### src/wdm_pkg.sv
// Constants and types shared by the windowed watchdog and clock monitor.
package wdm_pkg;

  // Register map, byte addresses on the AXI4-Lite slave.
  localparam int unsigned AXI_AW = 6;
  localparam logic [3:0] OFF_SERVICE = 4'h0;
  localparam logic [3:0] OFF_STATUS = 4'h4;
  localparam logic [3:0] OFF_IDLE_CTRL = 4'h8;
  localparam logic [3:0] OFF_IDLE_COUNT = 4'hc;
  localparam logic [1:0] RESP_OKAY = 2'h0;
  localparam logic [1:0] RESP_SLVERR = 2'h2;

  // Status register bit positions.
  localparam int unsigned STAT_FIRST_DONE = 0;
  localparam int unsigned STAT_WD_FAULT = 1;
  localparam int unsigned STAT_CM_FAULT = 2;
  localparam int unsigned STAT_PIN_LEVEL = 3;
  localparam int unsigned STAT_PENDING = 4;

  // Service byte layout and values.
  localparam logic [4:0] SVC_KEY = 5'h0c;
  localparam logic [4:0] SVC_KEY_READ = 5'h00;
  localparam logic [1:0] WIN_MAX = 2'h3;
  localparam logic CM_EN_RESET = 1'b1;

  // Window timing in idle-timer clocks.
  localparam int unsigned WIN_W = 17;
  localparam logic [16:0] LOWER_LIMIT = 17'h0_0800;
  localparam logic [16:0] UPPER_BASE = 17'h0_2000;
  localparam logic [4:0] FAULT_HOLD_TICKS = 5'h10;
  localparam logic [4:0] CM_RECOVER_TICKS = 5'h10;

  // Idle timer and its pending-flag tap (4k up to 64k clocks).
  localparam int unsigned IDLE_W = 17;
  localparam int unsigned TAP_BASE = 12;
  localparam logic [2:0] TAP_SEL_MAX = 3'h4;
  localparam logic [2:0] TAP_SEL_RESET = 3'h0;

  // Clock monitor rejection time: a 10 Hz clock period.
  localparam int unsigned CLK_PERIOD_NS = 5;
  localparam int unsigned CM_REJECT_NS = 100_000_000;
  localparam int unsigned CM_REJECT_CYCLES = CM_REJECT_NS / CLK_PERIOD_NS;

  typedef struct packed {
    logic [1:0] win;
    logic [4:0] key;
    logic cm_en;
  } wdm_svc_t;

  typedef enum logic [2:0] {
    WD_RUN = 3'b001,
    WD_DRIVE = 3'b010,
    WD_RELEASE = 3'b100
  } wdm_state_t;

endpackage : wdm_pkg

### src/wdm_sync3.sv
// Three-stage input synchroniser whose output follows agreeing late stages.
`timescale 1ns/1ps
`default_nettype none

module wdm_sync3 #(
  parameter logic RESET_VAL = 1'b0
) (
  input wire logic aclk,
  input wire logic aresetn,
  input wire logic din,
  output logic dout
);

  logic s1_q;
  logic s2_q;
  logic s3_q;
  logic dout_q;

  always_ff @(posedge aclk)
  begin
    if (!aresetn)
    begin
      s1_q <= RESET_VAL;
      s2_q <= RESET_VAL;
      s3_q <= RESET_VAL;
    end
    else
    begin
      s1_q <= din;
      s2_q <= s1_q;
      s3_q <= s2_q;
    end
  end

  // A change is taken only once two settled stages agree, filtering glitches.
  always_ff @(posedge aclk)
  begin
    if (!aresetn)
      dout_q <= RESET_VAL;
    else if (s2_q == s3_q)
      dout_q <= s3_q;
  end

  assign dout = dout_q;

endmodule : wdm_sync3

`default_nettype wire

### src/wdm_top.sv
// Windowed watchdog with clock monitor, idle timer and AXI4-Lite registers.
//
// Notes on behaviour
// RULE1: Reset holds both detectors idle; no fault can be driven.
// RULE2: After reset both detectors run, window set to the largest choice.
// RULE3: Window and monitor enable taken only from first service, then frozen.
// RULE4: First service checks only the key; a wrong key raises a fault.
// RULE5: Later services must repeat window, key and monitor bit exactly.
// RULE6: Reading the service register shows zeros in the key field.
// RULE7: Window checking pauses while the processor halts or idles.
// RULE8: Clock monitor keeps running in halt and idle, flagging a stopped clock.
// RULE9: A clock fault pulls the shared fault pin low like a watchdog fault.
// RULE10: Leaving halt restarts the window; software waits the lower limit.
// RULE11: Ordinary reset leaves the idle timer count untouched.
// RULE12: Pending flag sets on each selected tap toggle; software clears it.
// RULE13: Leaving idle services automatically; early software service faults.
// RULE14: The first service may come early without an early-service fault.
// RULE15: Boot return services and re-arms lower-limit checking.
// RULE16: Window codes pick 8k, 16k, 32k, 64k; lower limit is 2048.
// RULE17: Service byte: window bits 7:6, key bits 5:1, monitor bit 0.
// RULE18: A fully matching service restarts the window; mismatch faults.
// RULE19: Hold pin low 16 ticks after it reads low, ignore services meanwhile.
// RULE20: Expiry of the upper limit or a too-early service raises a fault.
// RULE21: Window time counts idle clocks and clears on every valid service.
`timescale 1ns/1ps
`default_nettype none

module wdm_top #(
  parameter int unsigned CM_TIMEOUT_CYCLES = wdm_pkg::CM_REJECT_CYCLES
) (
  input wire logic aclk,
  input wire logic aresetn,
  input wire logic power_on_resetn,
  input wire logic [wdm_pkg::AXI_AW-1:0] awaddr,
  input wire logic awvalid,
  output logic awready,
  input wire logic [31:0] wdata,
  input wire logic [3:0] wstrb,
  input wire logic wvalid,
  output logic wready,
  output logic [1:0] bresp,
  output logic bvalid,
  input wire logic bready,
  input wire logic [wdm_pkg::AXI_AW-1:0] araddr,
  input wire logic arvalid,
  output logic arready,
  output logic [31:0] rdata,
  output logic [1:0] rresp,
  output logic rvalid,
  input wire logic rready,
  input wire logic idle_clk_pin,
  input wire logic halt_mode,
  input wire logic idle_mode,
  input wire logic boot_entry,
  input wire logic boot_return,
  input wire logic watchdog_fault_out_in,
  output logic watchdog_fault_out_o,
  output logic watchdog_fault_out_oe
);
  import wdm_pkg::*;

  if (CM_TIMEOUT_CYCLES < 2)
  begin : g_bad_timeout
    $error("CM_TIMEOUT_CYCLES must be at least 2.");
  end

  function automatic logic addr_hit(logic [AXI_AW-1:0] a, logic [3:0] off);
    return (a[AXI_AW-1:4] == '0) && (a[3:2] == off[3:2]);
  endfunction : addr_hit

  function automatic logic addr_mapped(logic [AXI_AW-1:0] a);
    return a[AXI_AW-1:4] == '0;
  endfunction : addr_mapped

  function automatic logic [WIN_W-1:0] upper_limit(logic [1:0] win);
    return UPPER_BASE << win;
  endfunction : upper_limit

  // True on the tick that makes the selected idle-counter bit toggle.
  function automatic logic tap_hit(logic [IDLE_W-1:0] c, logic [2:0] sel);
    logic [IDLE_W-1:0] mask;
    mask = ~({IDLE_W{1'b1}} << (TAP_BASE + sel));
    return (c & mask) == mask;
  endfunction : tap_hit

  // Bus slave state.
  logic awready_q;
  logic wready_q;
  logic bvalid_q;
  logic arready_q;
  logic rvalid_q;
  logic [1:0] bresp_q;
  logic [1:0] rresp_q;
  logic [31:0] rdata_q;
  logic aw_have_q;
  logic w_have_q;
  logic [AXI_AW-1:0] awaddr_q;
  logic [31:0] wdata_q;
  logic [3:0] wstrb_q;
  logic rd_svc_q;
  logic [31:0] rd_word;
  logic wr_go;
  logic svc_go;
  logic stat_wr;
  logic ctrl_wr;

  // Watchdog, monitor and timer state.
  wdm_state_t state_q;
  logic [WIN_W-1:0] win_cnt_q;
  logic [4:0] hold_cnt_q;
  logic first_done_q;
  logic lower_en_q;
  logic [1:0] win_q;
  logic cm_en_q;
  logic susp_q;
  logic [31:0] cm_cnt_q;
  logic [4:0] cm_rec_q;
  logic cm_fault_q;
  logic [IDLE_W-1:0] idle_cnt_q;
  logic [2:0] tap_sel_q;
  logic pending_q;
  logic idle_lvl;
  logic idle_lvl_q;
  logic pin_lvl;
  logic oe_q;
  logic out_q;
  logic tick;
  logic wake;
  logic suspended;
  logic svc_open;
  logic key_ok;
  logic svc_first_ok;
  logic svc_later_ok;
  logic svc_valid;
  logic svc_bad;
  logic expire;
  logic restart;
  logic cm_timeout;
  wdm_svc_t svc_wr;

  assign wr_go = aw_have_q & w_have_q & ~bvalid_q;
  assign svc_go = wr_go & addr_hit(awaddr_q, OFF_SERVICE) & wstrb_q[0];
  assign stat_wr = wr_go & addr_hit(awaddr_q, OFF_STATUS) & wstrb_q[0];
  assign ctrl_wr = wr_go & addr_hit(awaddr_q, OFF_IDLE_CTRL) & wstrb_q[0];

  always_ff @(posedge aclk)
  begin
    if (!aresetn)
    begin
      awready_q <= 1'b0;
      aw_have_q <= 1'b0;
      awaddr_q <= '0;
    end
    else if (awvalid && awready_q)
    begin
      awready_q <= 1'b0;
      aw_have_q <= 1'b1;
      awaddr_q <= awaddr;
    end
    else if (wr_go)
      aw_have_q <= 1'b0;
    else if (!aw_have_q && !bvalid_q)
      awready_q <= 1'b1;
  end

  always_ff @(posedge aclk)
  begin
    if (!aresetn)
    begin
      wready_q <= 1'b0;
      w_have_q <= 1'b0;
      wdata_q <= '0;
      wstrb_q <= '0;
    end
    else if (wvalid && wready_q)
    begin
      wready_q <= 1'b0;
      w_have_q <= 1'b1;
      wdata_q <= wdata;
      wstrb_q <= wstrb;
    end
    else if (wr_go)
      w_have_q <= 1'b0;
    else if (!w_have_q && !bvalid_q)
      wready_q <= 1'b1;
  end

  always_ff @(posedge aclk)
  begin
    if (!aresetn)
    begin
      bvalid_q <= 1'b0;
      bresp_q <= RESP_OKAY;
    end
    else if (wr_go)
    begin
      bvalid_q <= 1'b1;
      bresp_q <= addr_mapped(awaddr_q) ? RESP_OKAY : RESP_SLVERR;
    end
    else if (bready)
      bvalid_q <= 1'b0;
  end

  always_comb
  begin
    rd_word = '0;
    if (addr_hit(araddr, OFF_SERVICE))
      rd_word = 32'({win_q, SVC_KEY_READ, cm_en_q}); // see RULE6
    else if (addr_hit(araddr, OFF_STATUS))
    begin
      rd_word[STAT_FIRST_DONE] = first_done_q;
      rd_word[STAT_WD_FAULT] = state_q != WD_RUN;
      rd_word[STAT_CM_FAULT] = cm_fault_q;
      rd_word[STAT_PIN_LEVEL] = pin_lvl;
      rd_word[STAT_PENDING] = pending_q;
    end
    else if (addr_hit(araddr, OFF_IDLE_CTRL))
      rd_word = 32'(tap_sel_q);
    else if (addr_hit(araddr, OFF_IDLE_COUNT))
      rd_word = 32'(idle_cnt_q);
  end

  always_ff @(posedge aclk)
  begin
    if (!aresetn)
    begin
      arready_q <= 1'b0;
      rvalid_q <= 1'b0;
      rdata_q <= '0;
      rresp_q <= RESP_OKAY;
      rd_svc_q <= 1'b0;
    end
    else if (arvalid && arready_q)
    begin
      arready_q <= 1'b0;
      rvalid_q <= 1'b1;
      rdata_q <= rd_word;
      rresp_q <= addr_mapped(araddr) ? RESP_OKAY : RESP_SLVERR;
      rd_svc_q <= addr_hit(araddr, OFF_SERVICE);
    end
    else if (rvalid_q && rready)
      rvalid_q <= 1'b0;
    else if (!rvalid_q)
      arready_q <= 1'b1;
  end

  // Idle-timer clock and fault pin both arrive from outside this clock.
  wdm_sync3 #(.RESET_VAL(1'b0)) u_idle_sync (
    .aclk(aclk),
    .aresetn(aresetn),
    .din(idle_clk_pin),
    .dout(idle_lvl)
  );

  wdm_sync3 #(.RESET_VAL(1'b1)) u_pin_sync (
    .aclk(aclk),
    .aresetn(aresetn),
    .din(watchdog_fault_out_in),
    .dout(pin_lvl)
  );

  always_ff @(posedge aclk)
  begin
    if (!aresetn)
      idle_lvl_q <= 1'b0;
    else
      idle_lvl_q <= idle_lvl;
  end

  assign tick = idle_lvl & ~idle_lvl_q;

  // Only power-on clears the count, so the timer phase survives a reset.
  always_ff @(posedge aclk)
  begin
    if (!power_on_resetn)
      idle_cnt_q <= '0;
    else if (tick)
      idle_cnt_q <= IDLE_W'(idle_cnt_q + 1'b1); // see RULE11
  end

  always_ff @(posedge aclk)
  begin
    if (!aresetn)
      tap_sel_q <= TAP_SEL_RESET;
    else if (ctrl_wr)
      tap_sel_q <= (wdata_q[2:0] > TAP_SEL_MAX) ? TAP_SEL_MAX : wdata_q[2:0];
  end

  // A new toggle in the clearing cycle wins so no period is lost.
  always_ff @(posedge aclk)
  begin
    if (!aresetn)
      pending_q <= 1'b0;
    else if (tick && tap_hit(idle_cnt_q, tap_sel_q))
      pending_q <= 1'b1; // see RULE12
    else if (stat_wr && wdata_q[STAT_PENDING])
      pending_q <= 1'b0;
  end

  assign suspended = halt_mode | idle_mode;
  assign wake = susp_q & ~suspended;
  assign svc_wr = wdata_q[7:0]; // see RULE17
  assign svc_open = (state_q == WD_RUN) & ~cm_fault_q; // see RULE19
  assign key_ok = svc_wr.key == SVC_KEY;
  assign svc_first_ok = ~first_done_q & key_ok; // see RULE4, RULE14
  assign svc_later_ok = first_done_q & (svc_wr == {win_q, SVC_KEY, cm_en_q})
      & (~lower_en_q | (win_cnt_q >= LOWER_LIMIT)); // see RULE5, RULE20
  assign svc_valid = svc_go & svc_open & (svc_first_ok | svc_later_ok);
  assign svc_bad = svc_go & svc_open & ~(svc_first_ok | svc_later_ok);
  assign expire = (state_q == WD_RUN) & ~suspended
      & (win_cnt_q >= upper_limit(win_q)); // see RULE16, RULE20
  assign restart = svc_valid | wake | boot_entry | boot_return
      | ((state_q == WD_RELEASE) & pin_lvl); // see RULE10, RULE13, RULE18

  always_ff @(posedge aclk)
  begin
    if (!aresetn)
      susp_q <= 1'b0;
    else
      susp_q <= suspended;
  end

  always_ff @(posedge aclk)
  begin
    if (!aresetn)
    begin
      win_q <= WIN_MAX; // see RULE2
      cm_en_q <= CM_EN_RESET;
      first_done_q <= 1'b0;
    end
    else if (svc_valid && !first_done_q)
    begin
      win_q <= svc_wr.win; // see RULE3
      cm_en_q <= svc_wr.cm_en;
      first_done_q <= 1'b1;
    end
  end

  // Boot code services on its own schedule, so the early check is lifted.
  always_ff @(posedge aclk)
  begin
    if (!aresetn)
      lower_en_q <= 1'b0;
    else if (boot_entry)
      lower_en_q <= 1'b0;
    else if (boot_return || svc_valid)
      lower_en_q <= 1'b1; // see RULE15
  end

  always_ff @(posedge aclk)
  begin
    if (!aresetn)
      win_cnt_q <= '0;
    else if (restart)
      win_cnt_q <= '0; // see RULE21
    else if (state_q == WD_RUN && !suspended && tick)
      win_cnt_q <= WIN_W'(win_cnt_q + 1'b1); // see RULE7
  end

  always_ff @(posedge aclk)
  begin
    if (!aresetn)
    begin
      state_q <= WD_RUN; // see RULE1
      hold_cnt_q <= '0;
    end
    else
    begin
      unique case (state_q)
        WD_RUN:
        begin
          hold_cnt_q <= '0;
          if (svc_bad || expire)
            state_q <= WD_DRIVE;
        end
        WD_DRIVE:
        begin
          if (hold_cnt_q == FAULT_HOLD_TICKS)
            state_q <= WD_RELEASE; // see RULE19
          else if (!pin_lvl && tick)
            hold_cnt_q <= 5'(hold_cnt_q + 1'b1);
        end
        WD_RELEASE:
        begin
          if (pin_lvl)
            state_q <= WD_RUN;
        end
      endcase
    end
  end

  // The monitor sees the idle clock ungated by halt or idle, so a clock stopped in halt still faults.
  always_ff @(posedge aclk)
  begin
    if (!aresetn || tick)
      cm_cnt_q <= '0; // see RULE8
    else if (cm_cnt_q != CM_TIMEOUT_CYCLES)
      cm_cnt_q <= 32'(cm_cnt_q + 1'b1);
  end

  assign cm_timeout = cm_cnt_q == CM_TIMEOUT_CYCLES;

  always_ff @(posedge aclk)
  begin
    if (!aresetn || !cm_fault_q || cm_timeout)
      cm_rec_q <= '0;
    else if (tick && cm_rec_q != CM_RECOVER_TICKS)
      cm_rec_q <= 5'(cm_rec_q + 1'b1);
  end

  always_ff @(posedge aclk)
  begin
    if (!aresetn || !cm_en_q)
      cm_fault_q <= 1'b0;
    else if (cm_timeout)
      cm_fault_q <= 1'b1;
    else if (cm_rec_q == CM_RECOVER_TICKS)
      cm_fault_q <= 1'b0;
  end

  // Open-drain pin: only ever pulled low, the pull-up makes the high level.
  always_ff @(posedge aclk)
  begin
    if (!aresetn)
    begin
      oe_q <= 1'b0;
      out_q <= 1'b0;
    end
    else
    begin
      oe_q <= (state_q == WD_DRIVE) | cm_fault_q; // see RULE9
      out_q <= 1'b0;
    end
  end

  assign awready = awready_q;
  assign wready = wready_q;
  assign bvalid = bvalid_q;
  assign bresp = bresp_q;
  assign arready = arready_q;
  assign rvalid = rvalid_q;
  assign rdata = rdata_q;
  assign rresp = rresp_q;
  assign watchdog_fault_out_o = out_q;
  assign watchdog_fault_out_oe = oe_q;

  AST_RESET_QUIET: assert property (@(posedge aclk) // see RULE1
    !aresetn |=> !watchdog_fault_out_oe)
    else $error("Fault pin driven after a reset cycle.");

  AST_RESET_DEFAULTS: assert property (@(posedge aclk) // see RULE2
    $rose(aresetn) |-> win_q == WIN_MAX && cm_en_q && !first_done_q)
    else $error("Window or monitor not at defaults after reset.");

  AST_CONFIG_FROZEN: assert property (@(posedge aclk) // see RULE3
    disable iff (!aresetn) first_done_q |=> $stable(win_q) && $stable(cm_en_q))
    else $error("Configuration changed after first service.");

  AST_BAD_FIRST_KEY: assert property (@(posedge aclk) // see RULE4
    disable iff (!aresetn)
    svc_go && svc_open && !first_done_q && !key_ok |=> state_q == WD_DRIVE
      ##1 watchdog_fault_out_oe)
    else $error("Wrong first key did not drive the fault pin.");

  AST_LATER_MISMATCH: assert property (@(posedge aclk) // see RULE5
    disable iff (!aresetn)
    svc_go && svc_open && first_done_q && svc_wr != {win_q, SVC_KEY, cm_en_q}
      |=> state_q == WD_DRIVE)
    else $error("Mismatching service did not fault.");

  AST_KEY_READS_ZERO: assert property (@(posedge aclk) // see RULE6
    disable iff (!aresetn) rvalid_q && rd_svc_q |-> rdata_q[5:1] == '0)
    else $error("Service read exposed the key.");

  AST_SUSPEND_FREEZE: assert property (@(posedge aclk) // see RULE7
    disable iff (!aresetn)
    suspended && susp_q && !restart |=> $stable(win_cnt_q) && state_q != WD_DRIVE)
    else $error("Window ran while halted or idle.");

  AST_CM_PIN: assert property (@(posedge aclk) // see RULE9
    disable iff (!aresetn) cm_fault_q |=> watchdog_fault_out_oe)
    else $error("Clock fault did not pull the fault pin.");

  AST_FIRST_EARLY_OK: assert property (@(posedge aclk) // see RULE14
    disable iff (!aresetn)
    svc_go && svc_open && !first_done_q && key_ok |=> state_q == WD_RUN
      && first_done_q && win_cnt_q == '0)
    else $error("Early first service was refused.");

endmodule : wdm_top

`default_nettype wire

### config.mk
export PLATFORM = sky130hd
export DESIGN_NAME = wdm_top
export DESIGN_NICKNAME = d
export VERILOG_FILES = /design/src/wdm_pkg.sv /design/src/wdm_sync3.sv /design/src/wdm_top.sv
export SDC_FILE = /design/constraint.sdc
export NUM_CORES = 1
export LEC_CHECK = 0
export ABC_AREA = 1
export BUFFER_PORTS_ARGS = -buffer_cell sky130_fd_sc_hd__buf_4
export CAP_MARGIN = 20
export CORE_ASPECT_RATIO = 0.8
export CORE_MARGIN = 5
export CORE_UTILIZATION = 40
export DETAILED_ROUTE_END_ITERATION = 8
export PLACE_DENSITY = 0.6
export SLEW_MARGIN = 40
export SYNTH_ARGS = -nofsm -noshare
export SYNTH_HDL_FRONTEND = slang
export SYNTH_SLANG_ARGS = --single-unit
### constraint.sdc
create_clock -name aclk -period 2.01 [get_ports aclk]
set_clock_uncertainty 0.2 [all_clocks]
set_input_delay 0.201 -clock aclk [delete_from_list [all_inputs] [get_ports aclk]]
set_output_delay 0.201 -clock aclk [all_outputs]
set_load 0.05 [all_outputs]
==> key figures <==
Status
  – Status: finished, violations left
  – Failing checks: negative hold slack

Timing
  – Peak Freq: 528.2 MHz
  – Fin Hold WS: -0.002454 ns
  – PnR worst setup slack: 0.1167 ns
  – Final number of max-transition violations: 0
  – Final hold vios: 1
  – Final cycle utilization of the critical path: 0.9420
  – Final setup vio count: 0
  – Post-layout min period: 1.893 ns

Route
  – WL final: 17180 um
  – DR WL/cell: 13.07 um
  – # DRC: 0
  – 1st-iter DRT viols: 468
  – Vias per cell: 4.809
  – Vias after detailed routing: 6319
  – Routed Antenna Nets: 0
  – Drt first pass iters: 4

Synthesis
  – Gate Count Post-Synth: 961
  – Cell variety after synth: 40
  – Synth top area share: 0.4112
  – Synth Warn #: 0
  – Compound-Gate Fraction of Synth Area: 0.1233
  – Post-Synth Adder-Cell Area: 0.02588
  – Largest area contributor in the synthesized netlist: dfxtp_1
  – Synthesized area: 0.006768 mm2
  – Synth Register Bits: 139
  – Mux share of post-synthesis cell area: 0
  – Syn_area_per_cell: 7.042 um2
  – Seq/Total Area, Yosys: 0.4112
  – Largest family of logic cells by synthesized area: simple AND/OR/NAND/NOR gates
  – XOR/XNOR share of the synthesized area: 0.02200
  – Simple-gate share of the synthesized area: 0.3134
  – Synth area leaders: dfxtp_1 41%, nand2_1 10%, inv_1 7.1%

Min path
  – Worst Hold Path EP: state_q[0]
  – Hold_sp: idle_mode
  – Hold Path Depth: 5
  – Tightest Hold Check Type: in2reg

Placement
  – DP HPWL: 12790 um
  – PortBufs: 55
  – DP Area: 0.007561 mm2
  – GPL Wtd Cong: 0.8650
  – Pre-CTS setup slack: 0.04403 ns

Clock network
  – CTS tree: built
  – CTS sink cnt: 139
  – # H-tree levels: 4
  – Cts bufs inserted: 17
  – Clock Latency Late Sink: 0.42 ns
  – CTS root buffer: clkbuf_16
  – CTS max path bufs: 2
  – Worst-path clk slew: 0.06 ns

Cells and area
  – Area grow syn2layout: 27.88%
  – Sequential cell area: 0.002790 mm2
  – Final Net Count: 1157
  – Commonest non-fill, non-tap cell in the layout: nand2_1
  – Finished Cell Area: 0.008655 mm2
  – Antenna Cells: 0
  – Share of cells above drive strength 1: 0.1636
  – Fill count: 1651
  – Most frequent cells in the layout: 184 x nand2_1, 133 x dfxtp_1, 128 x inv_1
  – Area of the multi-input gates: 0.003437 mm2

GRT
  – GRT Total Usage: 0.1767
  – Largest net degree at the start of global routing: 40
  – Initial antenna violation count: 0
  – Global-route wire length before repair: 28350 um
  – Overflow left after global routing: 0
  – Vias in the first global route: 5702

Worst setup path
  – WS Path Type: reg2reg
  – Number of cells on the worst reg-to-reg path: 10
  – Arrival @ worst endpoint: 2.05 ns
  – Slowest stage delay, CP: 0.36 ns
  – Reg2reg start: cm_cnt_q[0]
  – RR Endpoint: cm_cnt_q[26]
  – Worst setup EP type: flip-flop
  – Slowest-stage cell, CP: dfxtp_2
  – CP Max Fanout: 5
  – Worst R2R Setup Slack: 0.12 ns
  – CP startpoint kind: flip-flop
  – Cell Chain, Critical Path: ha_1, nand2_1, nor2_1, nand2_2, nor2_4, nand2_2, nor2_4, nand3_2, o21ai_0, nor3b_2
  – Worst Path Buf+Inv: 0
  – Worst path required time: 2.16 ns
  – Top delay family on crit path: simple AND/OR/NAND/NOR gates

Pwr
  – Power Total: 7.062 mW
  – Leakage: 3.516 nW
  – Pwr dens: 816.0 mW/mm2
  – Peak supply drop: 0.6928 mV

Job
  – Max_cap viols: 0

Die
  – # IOs: 105
  – Total core area: 0.01661 mm2
  – Row cnt: 42
  – Die width: 155.4 um
  – Initial core utilization: 0.4075
  – Die area: 0.01964 mm2
  – Die height: 126.3 um
-- metrics by stage --
stage	std cells	setup TNS (ns)	utilization	hold slack, ns
floorplan	978	0	-	0.09863
global placement	1252	0	0.4553	0.1851
detailed placement	1252	0	0.4553	0.1914
CTS	1314	0	0.5153	0.005247
global route	1314	-0.06857	0.5212	0.01352
finish	1314	0	0.5212	-0.002454
-- metal layers --
metal  global-route usage  up-vias  wire [um]
met5                    0        -          0
met4              0.04272        0        138
met3              0.04631       12        988
met2               0.2415      136       6860
met1               0.2738     2845       9192
li1                     -     3326          -
-- final cells by class --
class	count	area share
clock inverter	14	0.03079
sequential	139	0.3224
inverter	134	0.05812
clock buffer	18	0.04959
tap	220	0.03181
multi-input combinational	672	0.3971
timing repair buffer	117	0.1102
-- power by group --
group | switching [mW] | internal (mW)
Combinational | 0.337 | 0.181
Sequential | 0.0383 | 2.81
Clock | 1.23 | 2.46
Total | 1.61 | 5.45
-- worst min-delay path, delay by kind of cell --
family / cells / cell delay, ns
AND/OR/NAND/NOR: 4 / 0.29
buffers and inverters: 1 / 0.09
-- Yosys cell counts, drive strengths merged --
library cell and number:
or2 12, nor2 124, o31a 1, dfxtp 139, o21ai 58, a31oi 3
buf 21, o221ai 1, xor2 14, ha 14, nand3 51, nor4 9
a21oi 78, nor3 46, clkbuf 12, inv 132, nand4 23, nor3b 5
nand3b 1, clkinv 2, conb 1, a211oi 2, o21bai 2, o22ai 3
o21a 6, o211ai 2, nand2 194, xnor2 3, or3 1, o2111ai 1
-- how the worst max path moves through the flow --
stage,cells past startpoint,from,slack (ns),to
floorplan,9,bvalid,0.11,win_cnt_q[7]
global placement,10,cm_cnt_q[0],0.06,cm_cnt_q[26]
detailed placement,10,cm_cnt_q[0],0.04,cm_cnt_q[26]
CTS,10,cm_cnt_q[0],0.02,cm_cnt_q[26]
global route,10,cm_cnt_q[0],-0.07,cm_cnt_q[26]
finish,10,cm_cnt_q[0],0.12,cm_cnt_q[26]
-- logic make-up after synthesis --
| kind of cell | count (synthesis) |
|---|---|
| and+or+nand+nor | 466 |
| other | 1 |
| xor gates and xnor gates | 17 |
| DFF | 139 |
| AOI/OAI and AO/OA | 157 |
| adders and majority gates | 14 |
| buffers and inverters | 167 |
-- registers in the layout, summed over array words and instances, names as in the netlist, 2 cells and up --
signal	cells
win_q	2
hold_cnt_q	5
cm_cnt_q	32
wdata_q	8
rdata	17
cm_rec_q	5
state_q	3
tap_sel_q	3
awaddr_q	4
win_cnt_q	17
idle_cnt_q	17
-- repair_timing --
action / in CTS / in global routing
endpoints found under the setup margin: 0 / 29
resized for setup: 0 / 25
endpoints found under the hold margin: 34 / 0
setup buffers: 0 / 0
hold buffers: 30 / 0
Note: power is estimated with default switching activity, not from simulation.
